### src/rtl/printer_ctl_consts.svh
// Register offsets, character field positions, codes and reset values of the printer control decoder.
// Assumes a plain register port with a 4-bit word address.
`ifndef PRINTER_CTL_CONSTS_SVH
`define PRINTER_CTL_CONSTS_SVH

`define PCD_OFF_CHAR        4'h0
`define PCD_OFF_STATUS      4'h1
`define PCD_OFF_TEST_RM     4'h2
`define PCD_OFF_TEST_MS     4'h3
`define PCD_OFF_TEST_END    4'h4
`define PCD_OFF_TEST_ALERT  4'h5
`define PCD_OFF_TEST_OERR   4'h6
`define PCD_OFF_CTRL        4'h7
`define PCD_OFF_UNIT_ADDR   4'h8

`define PCD_BIT_FLAG        6
`define PCD_BIT_ZONE        5
`define PCD_BIT_CHECK       4

`define PCD_CTRL_ACK        0
`define PCD_CTRL_RESPOND    1

`define PCD_ST_BUSY         0
`define PCD_ST_RM           1
`define PCD_ST_MS           2
`define PCD_ST_END          3
`define PCD_ST_ALERT        4
`define PCD_ST_OERR         5
`define PCD_ST_UNIT_RESP    6
`define PCD_ST_RESP_STATUS  7

`define PCD_RECORD_MARK     4'ha
`define PCD_FN_PERIOD       4'h1
`define PCD_FN_MODE         4'h2
`define PCD_FN_COMMA        4'h3
`define PCD_FN_BLACK        4'h4
`define PCD_FN_RED          4'h5
`define PCD_FN_TAB          4'h6
`define PCD_FN_SPACE        4'h7
`define PCD_FN_RETURN       4'h8
`define PCD_FN_FEED         4'h9
`define PCD_MAX_DIGIT       4'h9

`define PCD_RST_RESP_STATUS 1'b1
`define PCD_RST_UNIT_ADDR   8'h00
`define PCD_RST_RIBBON_RED  1'b0

`endif

### src/rtl/printer_ctl_pkg.sv
// Types shared by the printer control decoder files.
// Assumes nothing of its surroundings.
package printer_ctl_pkg;

  typedef enum logic [0:0] {
    ST_IDLE = 1'b0,
    ST_WAIT = 1'b1
  } state_e;

  typedef enum logic [3:0] {
    ACT_NONE    = 4'h0,
    ACT_PRINT   = 4'h1,
    ACT_PERIOD  = 4'h2,
    ACT_COMMA   = 4'h3,
    ACT_BLACK   = 4'h4,
    ACT_RED     = 4'h5,
    ACT_TAB     = 4'h6,
    ACT_SPACE   = 4'h7,
    ACT_RETURN  = 4'h8,
    ACT_FEED    = 4'h9,
    ACT_ERR_SYM = 4'ha
  } action_e;

endpackage

### src/rtl/printer_control_code_decoder.sv
// Printer control unit: takes characters from the host one at a time, decodes control codes and drives the printer.
// Assumes a host on the same clock using one-cycle strobes, and a printer whose done pin is asynchronous.
`timescale 1ns/100ps
`include "printer_ctl_consts.svh"

module printer_control_code_decoder
#(
  parameter int DATA_W = 8
)
(
  input  wire logic              clk_in,
  input  wire logic              reset_in,
  input  wire logic              ce_in,
  input  wire logic [3:0]        addr_in,
  input  wire logic [DATA_W-1:0] wdata_in,
  input  wire logic              wr_in,
  input  wire logic              rd_in,
  output logic      [DATA_W-1:0] rdata_out,
  input  wire logic              printer_done_in,
  output logic                   act_valid_out,
  output logic      [3:0]        act_code_out,
  output logic      [5:0]        act_char_out,
  output logic                   ribbon_red_out,
  output logic                   unit_resp_out,
  output logic                   irq_out,
  output logic                   err_irq_out
);

  printer_ctl_pkg::state_e state_ff;
  printer_ctl_pkg::state_e nxt_state;
  logic [6:0]        output_char_buffer_ff;
  logic [6:0]        nxt_output_char_buffer;
  logic [7:0]        unit_addr_ff;
  logic [7:0]        nxt_unit_addr;
  logic [DATA_W-1:0] nxt_rdata;
  logic [3:0]        nxt_act_code;
  logic [5:0]        nxt_act_char;
  logic              nxt_act_valid;
  logic              nxt_ribbon_red;
  logic              nxt_unit_resp;
  logic              nxt_irq;
  logic              nxt_err_irq;
  logic              rm_ff;
  logic              nxt_rm;
  logic              ms_ff;
  logic              nxt_ms;
  logic              message_end_flag_ff;
  logic              nxt_message_end_flag;
  logic              alert_ff;
  logic              nxt_alert;
  logic              oerr_ff;
  logic              nxt_oerr;
  logic              pending_ff;
  logic              nxt_pending;
  logic              err_latched_ff;
  logic              nxt_err_latched;
  logic              retry_ff;
  logic              nxt_retry;
  logic              resp_status_ff;
  logic              nxt_resp_status;
  logic              done_meta_ff;
  logic              done_sync_ff;
  logic              done_prev_ff;
  logic              done_rise;
  logic              char_take;
  logic              par_ok;
  logic              is_flag;
  logic              is_rm;
  logic [3:0]        digit;
  logic              digit_ok;
  logic              exempt;
  logic [7:0]        status_word;

  char_checker u_check
  (
    .char_in         (wdata_in[6:0]),
    .parity_ok_out   (par_ok),
    .flag_out        (is_flag),
    .record_mark_out (is_rm),
    .digit_out       (digit),
    .valid_digit_out (digit_ok)
  );

  assign char_take = wr_in && (addr_in == `PCD_OFF_CHAR) && (state_ff == printer_ctl_pkg::ST_IDLE);
  assign done_rise = done_sync_ff && !done_prev_ff;
  // A leading record mark or a mode shift character passes a latched error.
  assign exempt    = (!pending_ff && is_rm) || (pending_ff && (digit == `PCD_FN_MODE));

  always_comb
  begin
    status_word                       = 8'h00;
    status_word[`PCD_ST_BUSY]         = (state_ff != printer_ctl_pkg::ST_IDLE);
    status_word[`PCD_ST_RM]           = rm_ff;
    status_word[`PCD_ST_MS]           = ms_ff;
    status_word[`PCD_ST_END]          = message_end_flag_ff;
    status_word[`PCD_ST_ALERT]        = alert_ff;
    status_word[`PCD_ST_OERR]         = oerr_ff;
    status_word[`PCD_ST_UNIT_RESP]    = unit_resp_out;
    status_word[`PCD_ST_RESP_STATUS]  = resp_status_ff;
  end

  always_comb
  begin
    nxt_state              = state_ff;
    nxt_output_char_buffer = output_char_buffer_ff;
    nxt_unit_addr          = unit_addr_ff;
    nxt_rdata              = '0;
    nxt_act_valid          = 1'b0;
    nxt_act_code           = act_code_out;
    nxt_act_char           = act_char_out;
    nxt_ribbon_red         = ribbon_red_out;
    nxt_unit_resp          = unit_resp_out;
    nxt_irq                = 1'b0;
    nxt_err_irq            = 1'b0;
    nxt_rm                 = rm_ff;
    nxt_ms                 = ms_ff;
    nxt_message_end_flag   = message_end_flag_ff;
    nxt_alert              = alert_ff;
    nxt_oerr               = oerr_ff;
    nxt_pending            = pending_ff;
    nxt_err_latched        = err_latched_ff;
    nxt_retry              = retry_ff;
    nxt_resp_status        = resp_status_ff;

    // Testing an indicator returns it in bit 0 and clears it.
    if (rd_in)
    begin
      if (addr_in == `PCD_OFF_CHAR)
      begin
        nxt_rdata[6:0] = output_char_buffer_ff;
      end
      else if (addr_in == `PCD_OFF_STATUS)
      begin
        nxt_rdata[7:0] = status_word;
      end
      else if (addr_in == `PCD_OFF_TEST_RM)
      begin
        nxt_rdata[0] = rm_ff;
        nxt_rm       = 1'b0;
      end
      else if (addr_in == `PCD_OFF_TEST_MS)
      begin
        nxt_rdata[0] = ms_ff;
        nxt_ms       = 1'b0;
      end
      else if (addr_in == `PCD_OFF_TEST_END)
      begin
        nxt_rdata[0]         = message_end_flag_ff;
        nxt_message_end_flag = 1'b0;
      end
      else if (addr_in == `PCD_OFF_TEST_ALERT)
      begin
        nxt_rdata[0] = alert_ff;
        nxt_alert    = 1'b0;
      end
      else if (addr_in == `PCD_OFF_TEST_OERR)
      begin
        nxt_rdata[0] = oerr_ff;
        nxt_oerr     = 1'b0;
        if (oerr_ff)
        begin
          nxt_err_latched = 1'b0;
          nxt_retry       = 1'b1;
        end
      end
      else if (addr_in == `PCD_OFF_UNIT_ADDR)
      begin
        nxt_rdata[7:0] = unit_addr_ff;
      end
      else
      begin
        nxt_rdata = '0;
      end
    end

    if (wr_in)
    begin
      if (addr_in == `PCD_OFF_CTRL)
      begin
        if (wdata_in[`PCD_CTRL_ACK])
        begin
          nxt_unit_resp = 1'b0;
        end
        if (wdata_in[`PCD_CTRL_RESPOND])
        begin
          nxt_resp_status = 1'b1;
        end
      end
      else if (addr_in == `PCD_OFF_UNIT_ADDR)
      begin
        // Only a pair of decimal digits is taken.
        if ((wdata_in[7:4] <= `PCD_MAX_DIGIT) && (wdata_in[3:0] <= `PCD_MAX_DIGIT))
        begin
          nxt_unit_addr = wdata_in[7:0];
        end
      end
    end

    if (char_take)
    begin
      nxt_unit_resp = 1'b0;
      nxt_act_char  = {wdata_in[`PCD_BIT_FLAG], wdata_in[`PCD_BIT_ZONE], wdata_in[3:0]};
      // Only a character that is taken lands in the buffer; one sent while busy is dropped.
      nxt_output_char_buffer = wdata_in[6:0];
      if (!par_ok)
      begin
        nxt_pending = 1'b0;
        if (retry_ff)
        begin
          nxt_retry       = 1'b0;
          nxt_err_latched = 1'b0;
          nxt_act_valid   = 1'b1;
          nxt_act_code    = printer_ctl_pkg::ACT_ERR_SYM;
          nxt_state       = printer_ctl_pkg::ST_WAIT;
        end
        else
        begin
          nxt_err_latched = 1'b1;
        end
      end
      else if (err_latched_ff && !exempt)
      begin
        nxt_oerr    = 1'b1;
        nxt_err_irq = 1'b1;
        nxt_pending = 1'b0;
        if (resp_status_ff)
        begin
          nxt_unit_resp = 1'b1;
        end
      end
      else if (pending_ff)
      begin
        nxt_retry     = 1'b0;
        nxt_pending   = 1'b0;
        nxt_act_valid = 1'b1;
        nxt_state     = printer_ctl_pkg::ST_WAIT;
        nxt_act_code  = printer_ctl_pkg::ACT_SPACE;
        if (is_flag)
        begin
          nxt_act_code = printer_ctl_pkg::ACT_SPACE;
        end
        else if (is_rm)
        begin
          nxt_act_valid        = 1'b0;
          nxt_state            = printer_ctl_pkg::ST_IDLE;
          nxt_message_end_flag = 1'b1;
          nxt_alert            = 1'b1;
          nxt_resp_status      = 1'b0;
          nxt_act_code         = act_code_out;
        end
        else if (digit == `PCD_FN_MODE)
        begin
          nxt_act_valid = 1'b0;
          nxt_ms        = 1'b1;
          nxt_alert     = 1'b1;
          nxt_act_code  = act_code_out;
          nxt_state     = printer_ctl_pkg::ST_IDLE;
          if (resp_status_ff)
          begin
            nxt_unit_resp = 1'b1;
            nxt_irq       = 1'b1;
          end
        end
        else if (digit == `PCD_FN_PERIOD)
        begin
          nxt_act_code = printer_ctl_pkg::ACT_PERIOD;
        end
        else if (digit == `PCD_FN_COMMA)
        begin
          nxt_act_code = printer_ctl_pkg::ACT_COMMA;
        end
        else if (digit == `PCD_FN_BLACK)
        begin
          nxt_act_code   = ribbon_red_out ? printer_ctl_pkg::ACT_BLACK : printer_ctl_pkg::ACT_SPACE;
          nxt_ribbon_red = 1'b0;
        end
        else if (digit == `PCD_FN_RED)
        begin
          nxt_act_code   = ribbon_red_out ? printer_ctl_pkg::ACT_SPACE : printer_ctl_pkg::ACT_RED;
          nxt_ribbon_red = 1'b1;
        end
        else if (digit == `PCD_FN_TAB)
        begin
          nxt_act_code = printer_ctl_pkg::ACT_TAB;
        end
        else if (digit == `PCD_FN_SPACE)
        begin
          nxt_act_code = printer_ctl_pkg::ACT_SPACE;
        end
        else if (digit == `PCD_FN_RETURN)
        begin
          nxt_act_code = printer_ctl_pkg::ACT_RETURN;
        end
        else if (digit == `PCD_FN_FEED)
        begin
          nxt_act_code = printer_ctl_pkg::ACT_FEED;
        end
      end
      else if (is_rm && !is_flag)
      begin
        nxt_rm      = 1'b1;
        nxt_alert   = 1'b1;
        nxt_pending = 1'b1;
      end
      else
      begin
        nxt_retry     = 1'b0;
        nxt_act_valid = 1'b1;
        nxt_state     = printer_ctl_pkg::ST_WAIT;
        nxt_act_code  = digit_ok ? printer_ctl_pkg::ACT_PRINT : printer_ctl_pkg::ACT_SPACE;
      end
    end

    if ((state_ff == printer_ctl_pkg::ST_WAIT) && done_rise)
    begin
      nxt_state = printer_ctl_pkg::ST_IDLE;
      if (resp_status_ff)
      begin
        nxt_unit_resp = 1'b1;
        nxt_irq       = 1'b1;
      end
    end
  end

  always_ff @(posedge clk_in)
  begin
    if (reset_in)
    begin
      done_meta_ff <= 1'b0;
      done_sync_ff <= 1'b0;
      done_prev_ff <= 1'b0;
    end
    else if (ce_in)
    begin
      done_meta_ff <= printer_done_in;
      done_sync_ff <= done_meta_ff;
      done_prev_ff <= done_sync_ff;
    end
  end

  always_ff @(posedge clk_in)
  begin
    if (reset_in)
    begin
      state_ff              <= printer_ctl_pkg::ST_IDLE;
      output_char_buffer_ff <= 7'h00;
      unit_addr_ff          <= `PCD_RST_UNIT_ADDR;
      rdata_out             <= '0;
      act_valid_out         <= 1'b0;
      act_code_out          <= printer_ctl_pkg::ACT_NONE;
      act_char_out          <= 6'h00;
      ribbon_red_out        <= `PCD_RST_RIBBON_RED;
      unit_resp_out         <= 1'b0;
      irq_out               <= 1'b0;
      err_irq_out           <= 1'b0;
      rm_ff                 <= 1'b0;
      ms_ff                 <= 1'b0;
      message_end_flag_ff   <= 1'b0;
      alert_ff              <= 1'b0;
      oerr_ff               <= 1'b0;
      pending_ff            <= 1'b0;
      err_latched_ff        <= 1'b0;
      retry_ff              <= 1'b0;
      resp_status_ff        <= `PCD_RST_RESP_STATUS;
    end
    else if (ce_in)
    begin
      state_ff              <= nxt_state;
      output_char_buffer_ff <= nxt_output_char_buffer;
      unit_addr_ff          <= nxt_unit_addr;
      rdata_out             <= nxt_rdata;
      act_valid_out         <= nxt_act_valid;
      act_code_out          <= nxt_act_code;
      act_char_out          <= nxt_act_char;
      ribbon_red_out        <= nxt_ribbon_red;
      unit_resp_out         <= nxt_unit_resp;
      irq_out               <= nxt_irq;
      err_irq_out           <= nxt_err_irq;
      rm_ff                 <= nxt_rm;
      ms_ff                 <= nxt_ms;
      message_end_flag_ff   <= nxt_message_end_flag;
      alert_ff              <= nxt_alert;
      oerr_ff               <= nxt_oerr;
      pending_ff            <= nxt_pending;
      err_latched_ff        <= nxt_err_latched;
      retry_ff              <= nxt_retry;
      resp_status_ff        <= nxt_resp_status;
    end
  end

  property p_rm_seen;
    @(posedge clk_in) disable iff (reset_in)
    (ce_in && char_take && par_ok && !err_latched_ff && !pending_ff && is_rm && !is_flag)
      |=> (rm_ff && alert_ff && pending_ff && !act_valid_out);
  endproperty
  a_rm_seen: assert property (p_rm_seen) else $error("record mark not latched");

  property p_mode_shift;
    @(posedge clk_in) disable iff (reset_in)
    (ce_in && char_take && par_ok && pending_ff && !is_flag && digit == `PCD_FN_MODE)
      |=> (ms_ff && alert_ff && !act_valid_out && !pending_ff);
  endproperty
  a_mode_shift: assert property (p_mode_shift) else $error("mode shift mishandled");

  property p_period;
    @(posedge clk_in) disable iff (reset_in)
    (ce_in && char_take && par_ok && !err_latched_ff && pending_ff && !is_flag && digit == `PCD_FN_PERIOD)
      |=> (act_valid_out && act_code_out == printer_ctl_pkg::ACT_PERIOD);
  endproperty
  a_period: assert property (p_period) else $error("period not issued");

  property p_same_colour;
    @(posedge clk_in) disable iff (reset_in)
    (ce_in && char_take && par_ok && !err_latched_ff && pending_ff && !is_flag && digit == `PCD_FN_BLACK
      && !ribbon_red_out) |=> (act_code_out == printer_ctl_pkg::ACT_SPACE && !ribbon_red_out);
  endproperty
  a_same_colour: assert property (p_same_colour) else $error("same colour shift did not space");

  property p_msg_end;
    @(posedge clk_in) disable iff (reset_in)
    (ce_in && char_take && par_ok && !err_latched_ff && pending_ff && is_rm && !is_flag)
      |=> (message_end_flag_ff && alert_ff && !resp_status_ff) ##1 !irq_out;
  endproperty
  a_msg_end: assert property (p_msg_end) else $error("message end mishandled");

  property p_parity_latch;
    @(posedge clk_in) disable iff (reset_in)
    (ce_in && char_take && !par_ok && !retry_ff) |=> (err_latched_ff && !act_valid_out && !irq_out);
  endproperty
  a_parity_latch: assert property (p_parity_latch) else $error("parity error not latched");

  property p_ignored;
    @(posedge clk_in) disable iff (reset_in)
    (ce_in && char_take && par_ok && err_latched_ff && !exempt)
      |=> (oerr_ff && err_irq_out && !act_valid_out && unit_resp_out == $past(resp_status_ff));
  endproperty
  a_ignored: assert property (p_ignored) else $error("ignored character not flagged");

  property p_test_oerr;
    @(posedge clk_in) disable iff (reset_in)
    (ce_in && rd_in && addr_in == `PCD_OFF_TEST_OERR && oerr_ff)
      |=> (rdata_out[0] && !oerr_ff && !err_latched_ff && retry_ff);
  endproperty
  a_test_oerr: assert property (p_test_oerr) else $error("error test did not clear");

  property p_retry_symbol;
    @(posedge clk_in) disable iff (reset_in)
    (ce_in && char_take && !par_ok && retry_ff)
      |=> (act_valid_out && act_code_out == printer_ctl_pkg::ACT_ERR_SYM && !err_latched_ff && !retry_ff);
  endproperty
  a_retry_symbol: assert property (p_retry_symbol) else $error("error symbol not printed");

  property p_done_resp;
    @(posedge clk_in) disable iff (reset_in)
    (ce_in && state_ff == printer_ctl_pkg::ST_WAIT && done_rise && resp_status_ff)
      |=> (unit_resp_out && irq_out && state_ff == printer_ctl_pkg::ST_IDLE);
  endproperty
  a_done_resp: assert property (p_done_resp) else $error("completion not reported");

endmodule

### src/rtl/char_checker.sv
// Combinational classifier for one incoming seven-bit character from the write data: X O C 8 4 2 1.
// Assumes odd parity over all seven bits, the check bit making the count odd.
`timescale 1ns/100ps
`include "printer_ctl_consts.svh"

module char_checker
(
  input  wire logic [6:0] char_in,
  output logic            parity_ok_out,
  output logic            flag_out,
  output logic            record_mark_out,
  output logic [3:0]      digit_out,
  output logic            valid_digit_out
);

  assign parity_ok_out   = ^char_in;
  assign flag_out        = char_in[`PCD_BIT_FLAG];
  assign digit_out       = char_in[3:0];
  assign record_mark_out = (char_in[3:0] == `PCD_RECORD_MARK) && !char_in[`PCD_BIT_ZONE];
  assign valid_digit_out = (char_in[3:0] <= `PCD_MAX_DIGIT);

endmodule

### config.mk
export PLATFORM = sky130hd
export DESIGN_NAME = printer_control_code_decoder
export DESIGN_NICKNAME = d
export VERILOG_FILES = /design/src/rtl/printer_ctl_pkg.sv /design/src/rtl/printer_control_code_decoder.sv /design/src/rtl/char_checker.sv
export VERILOG_INCLUDE_DIRS = /design/src /design/src/rtl
export SDC_FILE = /design/constraint.sdc
export NUM_CORES = 1
export LEC_CHECK = 0
export ABC_AREA = 0
export ABC_CLOCK_PERIOD_IN_PS = 1900
export BUFFER_PORTS_ARGS = -buffer_cell sky130_fd_sc_hd__buf_2
export CAP_MARGIN = 20
export CORE_MARGIN = 4
export CORE_UTILIZATION = 49
export CTS_CLUSTER_DIAMETER = 50
export DETAILED_ROUTE_END_ITERATION = 8
export PLACE_DENSITY = 0.73
export SLEW_MARGIN = 5
export SYNTH_ARGS = -nofsm -noshare
export SYNTH_HDL_FRONTEND = slang
export SYNTH_HIERARCHICAL = 1
export SYNTH_SLANG_ARGS = --single-unit
### constraint.sdc
create_clock -name clk_in -period 1.9 [get_ports clk_in]
set_clock_uncertainty 0.15 [all_clocks]
set_input_delay 0 -clock clk_in [delete_from_list [all_inputs] [get_ports clk_in]]
set_output_delay 0 -clock clk_in [all_outputs]
set_load 0.02 [all_outputs]
==> results.yml <==
cts:
  cts.sinks: 45
  clockRootBuffer: "clkbuf_8"
  cts_made_buffers: 5
  clk_path_buf_depth: 2
  cts_tree: "done"
  cts_htree_levels: 2
  clk_latency_ps: 300
  clkTransAtPathRegs_ps: 90
synthesis:
  synth_area_um2: 2540
  syn_area_per_cell_um2: 8.48
  netlist_top_cells_area: "dfxtp_1, mux2i_1, a21oi_1, nor2_1, nand2_1"
  synth-edff-count: 0
  yosysSeqAreaShare_pct: 35.4
  synth_seq_cells: 45
  synth_top_area_cell: "dfxtp_1"
  synth_cells: 300
  ys.flop_type: "dfxtp_1"
  ys_async_sr_fraction_pct: 0
  synth.yosys.warnings: 6
  synth_cell_types: 53
  synth_top_cell_area_share_pct: 35.4
  syn_nets: 323
finish:
  nets: 374
  n_antenna_cell: 0
  mostFrequentLayoutCell: "dfxtp_1"
  final_area_um2: 3050
  drive_gt1_share_pct: 25.0
  area_delta_synth_final_pct: 19.8
  fin_util_pct: 62.5
  final_cell_mix: "dfxtp_1, buf_2, nor2_1, a21oi_1"
  nFillCells: 454
global_route:
  grt_start_max_net_pins: 21
  grt_pass1_wl_um: 10800
  track_usage_pct: 21.8
  gr-total-overflow: 0
  antenna_found_initial: 0
  grt_pass1_vias: 2217
critical_path:
  crit_type: "input pin to flop"
  critPathMaxStageDelay_ps: 410
  crit_path_max_fanout: 5
  worstSetupEndpointType: "flop"
  crit_required_ps: 1970
  crit_chain: "buf_2 > inv_2 > ha_4 > xnor3_1 > xnor2_2 > buf_4 > mux2i_4 > nand3b_4 > a221oi_2"
  cp-start-kind: "input pin"
  crit_arrival_ps: 1860
  cp_top_family: "XOR/XNOR gates"
  crit_buf_inv: 3
  critPathSlowestCell: "xnor3_1"
floorplan:
  io_pins: 41
  core-area_um2: 4880
  die_w_um: 80.1
  placementRows: 25
  die-height_um: 80.1
  start_util_pct: 52.1
  die_area_um2: 6410
placement:
  globalplace.congestion: 0.901
  port_buffers: 40
  hpwl_um: 4890
  place_area_um2: 2880
  pre_cts_slack_ps: -302
timing:
  slew_headroom_pct: 70.9
  fin_crit_ps: 1790
  setup_viol: 0
  worst_pin_slew_ps: 432
  fmax_mhz: 558
  hold_viol_final: 0
  fin_ws_ps: 108
  report.final.slew_viol_count: 0
  post-route-period-util_pct: 94.3
  rsz0062_at_grt: "false"
power_and_ir_drop:
  power.density_nw_per_um2: 622
  p_switching_mw: 0.534
  ir_worst_vdd_v: 0.000355
  switching_share_pct: 28.2
  sequentialPowerShare_pct: 50.4
  p_comb_share_pct: 17.5
  p_leak_nw: 1.33
  p_clk_share_pct: 32.1
  internal_power_mw: 1.36
route:
  wirelength_um: 6500
  wl_per_cell_um: 15.5
  firstDrtPassIters: 5
  vias: 2305
  via_per_inst: 5.50
  drtIter0Drc: 157
  post-route-drc-count: 0
  ant_nets: 0
flow_run:
  maxCapViolCount: 0
run_status:
  status: "finished clean"
hold_path:
  min_path_type: "input pin to flop"
## cell usage after synthesis (4+ instances only)
| cell | instances |
|---|---|
| a21oi_1 | 30 |
| buf_2 | 6 |
| buf_4 | 11 |
| clkbuf_1 | 10 |
| dfxtp_1 | 45 |
| ha_1 | 5 |
| inv_1 | 19 |
| mux2i_1 | 21 |
| nand2_1 | 25 |
| nand2b_1 | 4 |
| nand3_1 | 5 |
| nand3b_1 | 6 |
| nor2_1 | 30 |
| nor2b_1 | 12 |
| o211ai_1 | 4 |
| o21ai_0 | 12 |
| o221ai_1 | 5 |
## registers in the layout, summed over array words and instances (netlist names)
register               cells
alert_ff                   1
err_irq_out                1
act_valid_out              1
done_sync_ff               1
resp_status_ff             1
act_code_out               4
retry_ff                   1
unit_resp_out              1
irq_out                    1
err_latched_ff             1
ms_ff                      1
oerr_ff                    1
message_end_flag_ff        1
output_char_buffer_ff      1
state_ff                   1
pending_ff                 1
rdata_out                  8
rm_ff                      1
act_char_out               6
unit_addr_ff               8
done_meta_ff               1
ribbon_red_out             1
done_prev_ff               1
## final timing paths
kind	from	end	slack (ps)	depth (start not counted)
worst max-delay path	wdata_in[2]	act_code_out[3]	110	9
worst min-delay path	wdata_in[2]	act_char_out[2]	6	4
worst max register to register	state_ff	rm_ff	180	4
worst min register to register	act_code_out[1]	act_code_out[1]	290	2
## routing by layer
layer | GRT usage (%) | routed length [µm]
met3 | 4.04 | 365
met4 | 8.61 | 146
met5 | 0 | 0
met2 | 32.9 | 2920
met1 | 30.6 | 3070
## worst min-delay path: stages
cell	delay (ps)
buf_2	100
buf_4	180
mux2i_1	90
nor2_1	70
## power by group through the flow
stage | sequential [mW] | combinational (mW) | clock (mW)
final | 0.956 | 0.332 | 0.608
after global routing | 0.957 | 0.360 | 0.661
after CTS | 0.955 | 0.326 | 0.617
after detailed placement | 0.978 | 0.315 | 0
after global placement | 0.977 | 0.307 | 0
after floorplan | 0.979 | 0.209 | 0
## repair_timing
action	CTS	global route
endpoints found under the hold margin	18	0
resized for setup	0	1
endpoints found under the setup margin	0	9
hold buffers	7	0
setup buffers	0	0
## cell type report
type                    instances  area, µm²  area share (%)
multi-input cells             208       1440            47.3
inverters                      19       71.3            2.34
clock buffers                   5       68.8            2.26
repair buffers                 72        458            15.0
flip-flops and latches         45        901            29.6
clock inverters                 3       22.5           0.739
well taps                      67       83.8            2.75
## kinds of logic (layout without fill, tap and decap cells)
family / Yosys count / count (layout) / share of synthesized area [%]
fa+ha+maj: 5 / 5 / 2.46
xor+xnor: 5 / 5 / 2.26
simple gates: 109 / 109 / 24.9
buf+inv: 47 / 99 / 9.15
compound gates: 67 / 67 / 16.6
mux: 22 / 22 / 9.15
flops: 45 / 45 / 35.4
## per-stage QoR
stage          power, mW  setup TNS (ps)  cells  hold WS, ps
6_report            1.90               0    419         6.29
5_1_grt             1.98               0    419         22.0
4_1_cts             1.90               0    419         5.49
3_5_place_dp        1.29           -3440    404          110
3_3_place_gp        1.28           -2490    404         94.0
2_1_floorplan       1.19               0    300        -6.06
(Power assumes the default switching activity.)
